--- src/verilog/spibsf_pkg.sv ---
// Constants, register map and carrier types of the buffer status block.
// Assumes one 200 MHz clock and a register port with one-cycle read data.
// Behaviour
// RULE_01: Standard mode: a data-location write loads the buffer and sets tx full.
// RULE_02: Standard mode: tx full clears when the word moves into the shifter.
// RULE_03: Enhanced mode: tx full sets when a write fills the last FIFO entry.
// RULE_04: Enhanced mode: tx full clears once any tx FIFO entry is free.
// RULE_05: Standard mode: rx full sets when a finished word enters the buffer.
// RULE_06: Standard mode: reading the data location empties it and clears rx full.
// RULE_07: Enhanced mode: rx full sets when a word fills the last rx entry.
// RULE_08: Enhanced mode: rx full clears once an rx entry is free again.
// RULE_09: Without enhanced support the enhanced-only status bits read as zero.
// RULE_10: Word size bit set gives 16-bit words, clear gives 8-bit words.
// RULE_11: Enhanced mode: rx empty bit reads 1 when the rx FIFO holds nothing.
// RULE_12: Both full flags are read-only and follow only hardware events; a status write that switches mode also clears both.
package spibsf_pkg;
	localparam int ADDR_W = 8;
	localparam int DATA_W = 16;
	localparam int FIFO_DEPTH = 8;
	localparam int PTR_W = 3;
	localparam int CNT_W = 4;
	localparam logic [CNT_W-1:0] STD_CAPACITY = 4'h1;
	localparam logic [CNT_W-1:0] ENH_CAPACITY = 4'h8;
	localparam logic [CNT_W-1:0] CNT_ONE = 4'h1;
	localparam logic [CNT_W-1:0] CNT_ZERO = 4'h0;
	localparam logic [PTR_W-1:0] PTR_ONE = 3'h1;

	// Register byte addresses
	localparam logic [ADDR_W-1:0] ADDR_STATUS = 8'h00;
	localparam logic [ADDR_W-1:0] ADDR_CONTROL_ONE = 8'h04;
	localparam logic [ADDR_W-1:0] ADDR_DATA = 8'h08;

	// serial_status_control fields
	localparam int STAT_RX_FULL = 0;
	localparam int STAT_TX_FULL = 1;
	localparam int STAT_RX_EMPTY = 5;
	localparam int STAT_OVERFLOW = 6;
	localparam int STAT_ENHANCED = 14;

	// serial_control_one fields
	localparam int CON1_WORD_SIZE = 10;
	localparam logic [DATA_W-1:0] CON1_WRITE_MASK = 16'h1FFF;
	localparam logic [DATA_W-1:0] CON1_RESET = 16'h0000;
	localparam logic [DATA_W-1:0] BYTE_MASK = 16'h00FF;
	localparam logic [DATA_W-1:0] WORD_MASK = 16'hFFFF;

	// Register port request
	typedef struct packed {
		logic [ADDR_W-1:0] addr;
		logic [DATA_W-1:0] wdata;
		logic wr;
		logic rd;
	} spibsf_req_s;

	// Word handed over by the shift register after a transfer
	typedef struct packed {
		logic valid;
		logic [DATA_W-1:0] word;
	} spibsf_rx_s;
endpackage : spibsf_pkg

--- src/verilog/spibsf_top.sv ---
// Buffer status logic: transmit and receive buffers between the register
// port and a shift register engine; standard (single) or enhanced (FIFO).
// Assumes the shift engine runs on sys_clk and drops sr_ready after sr_load.
`timescale 1ns/1ps
module spibsf_top
	import spibsf_pkg::*;
#(
	parameter bit HAS_ENHANCED = 1'b1
) (
	input wire logic sys_clk,
	input wire logic rst,
	input wire spibsf_req_s req,
	output logic [DATA_W-1:0] rdata,
	input wire logic sr_ready,
	input wire spibsf_rx_s sr_rx,
	output logic sr_load,
	output logic [DATA_W-1:0] sr_tx_word,
	output logic word_size_16,
	output logic tx_full,
	output logic rx_full
);

	////////////////////////////////////////////////////////////////////////
	// Storage and state
	logic [DATA_W-1:0] tx_mem [FIFO_DEPTH];
	logic [DATA_W-1:0] rx_mem [FIFO_DEPTH];
	logic [PTR_W-1:0] tx_wp, tx_rp, rx_wp, rx_rp;
	logic [CNT_W-1:0] tx_cnt, rx_cnt;
	logic [DATA_W-1:0] control_one;
	logic enhanced, overflow;
	logic [CNT_W-1:0] capacity;
	logic [DATA_W-1:0] word_mask;
	logic wr_data, rd_data, wr_stat, wr_con1;
	logic tx_push, tx_pop, rx_push, rx_pop, mode_change;
	logic [CNT_W-1:0] next_tx_cnt, next_rx_cnt;

	// Bump a pointer around the FIFO ring
	function automatic logic [PTR_W-1:0] ptr_inc(input logic [PTR_W-1:0] p);
		ptr_inc = p + PTR_ONE;
	endfunction : ptr_inc

	////////////////////////////////////////////////////////////////////////
	// Decode and event terms
	always_comb begin
		wr_data = 1'b0;
		rd_data = 1'b0;
		wr_stat = 1'b0;
		wr_con1 = 1'b0;
		if (req.addr == ADDR_DATA) begin
			wr_data = req.wr;
			rd_data = req.rd;
		end else if (req.addr == ADDR_STATUS) begin
			wr_stat = req.wr;
		end else if (req.addr == ADDR_CONTROL_ONE) begin
			wr_con1 = req.wr;
		end
	end

	assign capacity = enhanced ? ENH_CAPACITY : STD_CAPACITY;
	assign word_mask = control_one[CON1_WORD_SIZE] ? WORD_MASK
		: BYTE_MASK; // RULE_10
	assign mode_change = wr_stat && HAS_ENHANCED
		&& (req.wdata[STAT_ENHANCED] != enhanced);
	// Writes into a full transmit buffer are dropped
	assign tx_push = wr_data && (tx_cnt != capacity);
	assign tx_pop = sr_ready && !sr_load && (tx_cnt != CNT_ZERO);
	assign rx_push = sr_rx.valid && (rx_cnt != capacity);
	assign rx_pop = rd_data && (rx_cnt != CNT_ZERO); // RULE_06

	// Occupancy after this cycle's events
	always_comb begin
		next_tx_cnt = tx_cnt;
		next_rx_cnt = rx_cnt;
		if (tx_push && !tx_pop) begin
			next_tx_cnt = tx_cnt + CNT_ONE;
		end else if (tx_pop && !tx_push) begin
			next_tx_cnt = tx_cnt - CNT_ONE;
		end
		if (rx_push && !rx_pop) begin
			next_rx_cnt = rx_cnt + CNT_ONE;
		end else if (rx_pop && !rx_push) begin
			next_rx_cnt = rx_cnt - CNT_ONE;
		end
	end

	////////////////////////////////////////////////////////////////////////
	// Control registers
	always_ff @(posedge sys_clk or posedge rst) begin
		if (rst) begin
			control_one <= CON1_RESET;
			enhanced <= 1'b0;
		end else begin
			if (wr_con1) begin
				control_one <= req.wdata & CON1_WRITE_MASK;
			end
			if (wr_stat) begin
				enhanced <= HAS_ENHANCED && req.wdata[STAT_ENHANCED]; // RULE_09
			end
		end
	end

	// Overflow: a finished word with no free receive entry is lost
	always_ff @(posedge sys_clk or posedge rst) begin
		if (rst) begin
			overflow <= 1'b0;
		end else if (sr_rx.valid && !rx_push) begin
			overflow <= 1'b1;
		end else if (wr_stat && !req.wdata[STAT_OVERFLOW]) begin
			overflow <= 1'b0;
		end
	end

	////////////////////////////////////////////////////////////////////////
	// Transmit buffer; one entry in standard mode, eight in enhanced
	always_ff @(posedge sys_clk or posedge rst) begin
		if (rst) begin
			tx_wp <= '0;
			tx_rp <= '0;
			tx_cnt <= CNT_ZERO;
		end else if (mode_change) begin
			tx_wp <= '0;
			tx_rp <= '0;
			tx_cnt <= CNT_ZERO;
		end else begin
			if (tx_push) begin
				tx_wp <= ptr_inc(tx_wp);
			end
			if (tx_pop) begin
				tx_rp <= ptr_inc(tx_rp);
			end
			tx_cnt <= next_tx_cnt;
		end
	end

	always_ff @(posedge sys_clk) begin
		if (tx_push) begin
			tx_mem[tx_wp] <= req.wdata & word_mask;
		end
	end

	// Hand the oldest word to the shift register
	always_ff @(posedge sys_clk or posedge rst) begin
		if (rst) begin
			sr_load <= 1'b0;
			sr_tx_word <= '0;
		end else begin
			sr_load <= tx_pop && !mode_change;
			if (tx_pop) begin
				sr_tx_word <= tx_mem[tx_rp];
			end
		end
	end

	////////////////////////////////////////////////////////////////////////
	// Receive buffer
	always_ff @(posedge sys_clk or posedge rst) begin
		if (rst) begin
			rx_wp <= '0;
			rx_rp <= '0;
			rx_cnt <= CNT_ZERO;
		end else if (mode_change) begin
			rx_wp <= '0;
			rx_rp <= '0;
			rx_cnt <= CNT_ZERO;
		end else begin
			if (rx_push) begin
				rx_wp <= ptr_inc(rx_wp);
			end
			if (rx_pop) begin
				rx_rp <= ptr_inc(rx_rp);
			end
			rx_cnt <= next_rx_cnt;
		end
	end

	always_ff @(posedge sys_clk) begin
		if (rx_push) begin
			rx_mem[rx_wp] <= sr_rx.word & word_mask;
		end
	end

	////////////////////////////////////////////////////////////////////////
	// Full flags follow occupancy; a status write that switches mode clears both
	always_ff @(posedge sys_clk or posedge rst) begin
		if (rst) begin
			tx_full <= 1'b0;
			rx_full <= 1'b0;
		end else if (mode_change) begin
			tx_full <= 1'b0; // RULE_12
			rx_full <= 1'b0;
		end else begin
			// Set on the filling write, clear on the freeing load
			tx_full <= (next_tx_cnt == capacity); // RULE_01 RULE_02 RULE_03 RULE_04
			// Set on the filling transfer, clear on the freeing read
			rx_full <= (next_rx_cnt == capacity); // RULE_05 RULE_06 RULE_07 RULE_08
		end
	end

	always_ff @(posedge sys_clk or posedge rst) begin
		if (rst) begin
			word_size_16 <= 1'b0;
		end else begin
			word_size_16 <= control_one[CON1_WORD_SIZE]; // RULE_10
		end
	end

	////////////////////////////////////////////////////////////////////////
	// Read data, one cycle after the read strobe
	always_ff @(posedge sys_clk or posedge rst) begin
		if (rst) begin
			rdata <= '0;
		end else if (req.rd) begin
			rdata <= '0;
			if (req.addr == ADDR_STATUS) begin
				rdata[STAT_RX_FULL] <= rx_full;
				rdata[STAT_TX_FULL] <= tx_full;
				rdata[STAT_RX_EMPTY] <= enhanced
					&& (rx_cnt == CNT_ZERO); // RULE_11 RULE_09
				rdata[STAT_OVERFLOW] <= overflow;
				rdata[STAT_ENHANCED] <= enhanced; // RULE_09
			end else if (req.addr == ADDR_CONTROL_ONE) begin
				rdata <= control_one;
			end else if (req.addr == ADDR_DATA) begin
				if (rx_cnt != CNT_ZERO) begin
					rdata <= rx_mem[rx_rp];
				end
			end
		end
	end

endmodule : spibsf_top

--- config.mk ---
export PLATFORM = sky130hd
export DESIGN_NAME = spibsf_top
export DESIGN_NICKNAME = d
export VERILOG_FILES = /design/src/verilog/spibsf_pkg.sv /design/src/verilog/spibsf_top.sv
export SDC_FILE = /design/constraint.sdc
export NUM_CORES = 1
export LEC_CHECK = 0
export BUFFER_PORTS_ARGS = -buffer_cell sky130_fd_sc_hd__buf_2
export CAP_MARGIN = 25
export CORE_UTILIZATION = 59
export DETAILED_ROUTE_END_ITERATION = 8
export PLACE_DENSITY_LB_ADDON = 0.05
export SLEW_MARGIN = 20
export SYNTH_ARGS = -nofsm -noshare
export SYNTH_HDL_FRONTEND = slang
export SYNTH_SLANG_ARGS = --single-unit
--- constraint.sdc ---
create_clock -name sys_clk -period 5.35 [get_ports sys_clk]
set_input_delay 0.535 -clock sys_clk [delete_from_list [all_inputs] [get_ports sys_clk]]
set_output_delay 0.535 -clock sys_clk [all_outputs]
set_load 0.02 [all_outputs]
After elaboration in Yosys (flattened, before gate mapping)
Memory sizes are Yosys's and may differ from the RTL's. A register that Yosys moved wholly into a read port is not among the register bits.
Cells that the tools add are included.
Storage, ports and cells
  register bits after elaboration: 55
  memory bits (writable): 256
  input port bits: 46
  output and inout bits: 36
  logic and storage cells: 103
  memories: 2
Memories
  rx_mem: depth 8, bits a word 16, read ports 1, clocked after memory_dff 0, write ports 1, line spibsf_top.sv:26  | logic [DATA_W-1:0] rx_mem [FIFO_DEPTH];
  tx_mem: depth 8, bits a word 16, read ports 1, clocked after memory_dff 1, write ports 1, line spibsf_top.sv:25  | logic [DATA_W-1:0] tx_mem [FIFO_DEPTH];
Operators by class
  add/sub/neg operators: 8
  eq/ne operators: 7
  multiplexer cells: 40
  bitwise gates (word level): 2
  reductions and logical operators: 30
Operator list (number)
  $mux 16: 4
  $and 16x16->16: 2
  $mux 4: 7
  $mux 3: 9
  $mux 1: 17
  $logic_and 1x1->1: 14
  $add 3x1->3 const B: 4
  $reduce_bool 2->1: 5
  $add 4x1->4 const B: 2
  $eq 4x4->1: 2
  $eq 8x3->1 const B: 1
  $eq 8x4->1 const B: 1
  $logic_not 8->1: 1
  $ne 4x4->1: 2
  $reduce_bool 4->1: 2
  $sub 4x1->4 const B: 2
  $logic_not 1->1: 7
  $mux 7: 1
  $logic_not 4->1: 1
  $mux 2: 2
  $ne 1x1->1: 1

Depth between registers and ports, before layout
  word-level depth: 9
  gate-level depth with buffers: 10
  gate-level depth less buffers: 8

Least setup slack after synthesis
No wires, ideal clock.
  path kind: input-to-reg
  start: input req[20] (netlist bit)
  end: memory tx_mem[1][0] (enable)
  library setup time: 0.436 ns
  arrival: 3.133 ns
  required time: 4.914 ns
  path slack: 1.781 ns
  stages: 4
  path buffers: 0
  path through: nor4b_1 > and3_1 > nand2_1 > nor4b_1
Between the ends
  longest elaborated chain between the ends: 5
Ends and longest elaborated chain
  start: declaration: line spibsf_top.sv:12  | input wire spibsf_req_s req,
  $eq 8x4->1: line spibsf_top.sv:49  | if (req.addr == ADDR_DATA) begin
  $mux 1: line spibsf_top.sv:49
  $logic_and 1x1->1: line spibsf_top.sv:65  | assign tx_push = wr_data && (tx_cnt != capacity);
  $mux 1: line spibsf_top.sv:136  | if (tx_push) begin
  $mux 1 (implied by the code): line spibsf_top.sv:137  | tx_mem[tx_wp] <= req.wdata & word_mask;
  end: declaration: line spibsf_top.sv:25
Every way passes these cells.

Worst setup path in the final report
  start: register enhanced
  end: memory rx_mem[5][9] (enable)
Between the ends
  longest elaborated chain between the ends: 5
Ends and longest elaborated chain
  start: declaration: line spibsf_top.sv:30  | logic enhanced, overflow;
  start signal: assignment: line spibsf_top.sv:97  | enhanced <= HAS_ENHANCED && req.wdata[STAT_ENHANCED];
  $mux 4: line spibsf_top.sv:59  | assign capacity = enhanced ? ENH_CAPACITY : STD_CAPACITY;
  $ne 4x4->1: line spibsf_top.sv:67  | assign rx_push = sr_rx.valid && (rx_cnt != capacity);
  $logic_and 1x1->1: line spibsf_top.sv:67
  $mux 1: line spibsf_top.sv:177  | if (rx_push) begin
  $mux 1 (implied by the code): line spibsf_top.sv:178  | rx_mem[rx_wp] <= sr_rx.word & word_mask;
  end: declaration: line spibsf_top.sv:26
Every way passes these cells.

==> results.cfg <==
[clock_tree]
clockBufferDepth = 3
clkLatencyLatePin_ps = 500
cts_tree = built
postCtsHoldBufs = 0
clk_pin_slew_worst_paths_ps = 60
cts_resized = 0
h-tree-depth = 2
cts_setup_buffers = 0
clockRootBuffer = clkbuf_16
clock-sinks = 327
cts_buffers = 34

[timing]
max_freq_mhz = 339.8
finalCriticalPeriod_ps = 2943
period_share_pct = 55.00
finalSetupViolCount = 0
timing.hold.ws_ps = 61.50
hold_viol_final = 0
slew_headroom_pct = 30.81
rsz0062_at_grt = no
finClkSkew_ps = 15.46
report.final.slew_viol_count = 0
setup_tns_ps = 0
tightest_slew_ps = 1037

[worst_setup_path]
r2r-start = enhanced
slowest_stage = nor2_2
crit_family = simple AND/OR/NAND/NOR gates
path_class = reg -> reg
cp.depth = 5
crit_buf_inv = 0
crit_chain = nor3b_1, a21o_1, a21oi_1, nand2_1, nor2_2
end_kind = flip-flop
worstPathMaxFanout = 21
cp.arrival_ps = 3060
r2r_slack_ps = 2410
worstSetupStartpoint = enhanced
ff2ff_path_depth = 5
reg2reg_to = rx_mem[5][9]
max_stage_delay_ps = 870
critPathCapture = rx_mem[5][9]
required_ps = 5460
start_kind = flip-flop

[detailed_routing]
drt-initial-drc-count = 527
drc = 8
routed_wl_microns = 26500
wire_per_inst_microns = 22.40
first_pass_iters = 7
vias = 7212
ant_nets = 0
vias_per_cell = 6.096

[grt]
grt_max_degree = 72
first_global_vias = 7381
grt_remaining_overflow = 0
grt_pass1_wl_microns = 41700
antenna_found_initial = 1
gr-usage-all-layers_pct = 23.82

[logic_synthesis]
ys_ff_latch = 327
yosys_warnings = 0
ys_seq_area_share_pct = 70.90
synthArstFlopShare_pct = 21.71
syn_area_per_cell_sq_um = 17.07
netlist_area_sq_um = 13350
synthFlopType = edfxtp_1
yosysUniqueCellTypes = 58
syn_inst = 782
syn-num-nets = 837
synth-edff-count = 256

[layout]
finalNonFillerCells = 1183
syn2layout_area_growth_pct = 15.02
multi_input_comb_area_sq_um = 3755
seqCellArea_sq_um = 9468
finalNetCount = 934
final_cell_area_sq_um = 15350
fillers = 1467
drive_gt1_share_pct = 28.94

[run]
cap_violations = 0

[power_and_ir_drop]
powerDensity_nw_per_um2 = 452.9
leakage_nw = 5.574
ir_worst_vdd_mv = 0.3166

[floorplan]
core_area_sq_um = 22030
die_area_sq_um = 23230
io_pins = 82
core.rowCount = 54
die_h_microns = 152.4
start_util_pct = 60.61
chipWidth_microns = 152.4

[outcome]
status = finished with violations
failed_checks = design-rule violations

[place]
placedCellCount = 1118
place_congestion = 0.9005
hpwl_microns = 16630
placed_area_sq_um = 14190
port_buffers = 81

[min_path]
worstHoldPathType = in -> async
-- worst min-delay path, delay by kind of cell --
| family | cells | cell delay [ps] |
|---|---|---|
| buffers and inverters | 3 | 400 |
-- area by class of cell --
class / count / area share, %
flip-flops and latches: 327 / 61.66
repair buffers: 104 / 4.074
diodes: 1 / 0.01630
well taps: 280 / 2.282
inverters: 14 / 0.3504
clock buffers: 42 / 5.940
multi-input cells: 398 / 24.45
clock inverters: 17 / 1.222
-- power by group --
part / leakage [nW] / switching, mW / internal, mW
clock network: 0.543 / 0.912 / 1.40
registers: 3.31 / 0.258 / 3.02
logic: 1.72 / 0.739 / 0.623
-- routing by layer --
metal	up-vias	part of all wire, %	track usage [%]	routed length, microns
met4	0	2.1	7.167	551
met5	-	0	0	0
li1	3249	-	-	-
met1	3702	42	31.56	11010
met2	215	52	41.32	13680
met3	46	4.8	3.555	1262
-- placed cells by master, fill, tap and decap left out, types with 3 or more instances in the layout --
cell type	netlist	final
edfxtp_1	256	256
buf_2	7	81
dfrtp_1	71	68
mux4_2	64	64
nand2_1	48	48
nor2_1	38	35
clkbuf_16	0	35
mux2i_1	34	34
o21ai_0	34	34
a21oi_1	20	20
and2_1	17	17
buf_4	2	15
mux2_2	14	14
inv_1	13	12
nand3_1	12	12
xnor2_1	10	10
clkinv_2	0	9
ha_1	9	9
o2bb2ai_1	8	8
xor2_1	8	8
o211ai_1	6	6
clkbuf_1	29	6
and3_1	5	5
nor2b_1	5	5
nand2b_1	5	5
clkinv_1	1	4
nor4_2	1	4
nor3_4	0	4
nor3_1	10	4
bufinv_16	0	4
nor3b_1	5	3
nor2_2	0	3
buf_8	0	3
dfrtp_2	0	3
-- registers in the layout (all words and copies together) (netlist names) --
signal / count
tx_mem: 128
word_size_16: 1
rx_mem: 128
tx_rp: 3
control_one: 13
tx_wp: 3
sr_tx_word: 16
rx_rp: 3
rx_cnt: 4
sr_load: 1
rdata: 16
enhanced: 1
overflow: 1
rx_wp: 3
rx_full: 1
tx_cnt: 4
tx_full: 1
-- how the worst min path moves through the flow --
stage,from,to,slack (ps),cells past startpoint
3_5_place_dp,sr_tx_word[11],sr_tx_word[11],460,2
3_3_place_gp,sr_tx_word[5],sr_tx_word[5],460,2
2_1_floorplan,control_one[10],word_size_16,450,0
6_report,rst,sr_tx_word[8],60,3
4_1_cts,req[10],control_one[8],280,2
5_1_grt,rst,sr_tx_word[10],80,3
-- cell usage after synthesis (all sizes together) (6+ instances only) --
| cell type | count | share of area, % |
|---|---|---|
| a21oi | 20 | 0.75 |
| and2 | 17 | 0.80 |
| buf | 14 | 0.57 |
| clkbuf | 29 | 0.82 |
| dfrtp | 71 | 13 |
| edfxtp | 256 | 58 |
| ha | 9 | 0.84 |
| inv | 13 | 0.37 |
| mux2 | 14 | 1.2 |
| mux2i | 34 | 2.5 |
| mux4 | 64 | 11 |
| nand2 | 49 | 1.4 |
| nand3 | 12 | 0.45 |
| nor2 | 39 | 1.2 |
| nor3 | 10 | 0.37 |
| nor4 | 6 | 0.33 |
| o211ai | 6 | 0.34 |
| o21ai | 35 | 1.3 |
| o2bb2ai | 8 | 0.52 |
| xnor2 | 10 | 0.66 |
| xor2 | 8 | 0.52 |
-- per-stage QoR --
step / util (%) / setup slack [ps] / power, mW
CTS: 69.40 / 2371 / 7.006
floorplan: - / 1781 / 4.253
global placement: 64.22 / 2247 / 4.615
global route: 69.70 / 2181 / 7.252
finish: 69.71 / 2407 / 6.954
detailed placement: 64.41 / 2196 / 4.690
-- kinds of logic (layout without fill, tap and decap cells) --
kind of cell             count (synthesis)  in the layout  synth area share, %
buffers and inverters                   57            177                1.781
XOR/XNOR                                18             18                1.181
flip-flops                             327            327                70.90
AND/OR/NAND/NOR                        163            163                6.149
other                                    0              1                    0
AO/OA/AOI/OAI                           96             96                4.621
multiplexers                           112            112                14.53
adder cells (fa/ha/maj)                  9              9               0.8436
Note: power is estimated with default switching activity, not from simulation.
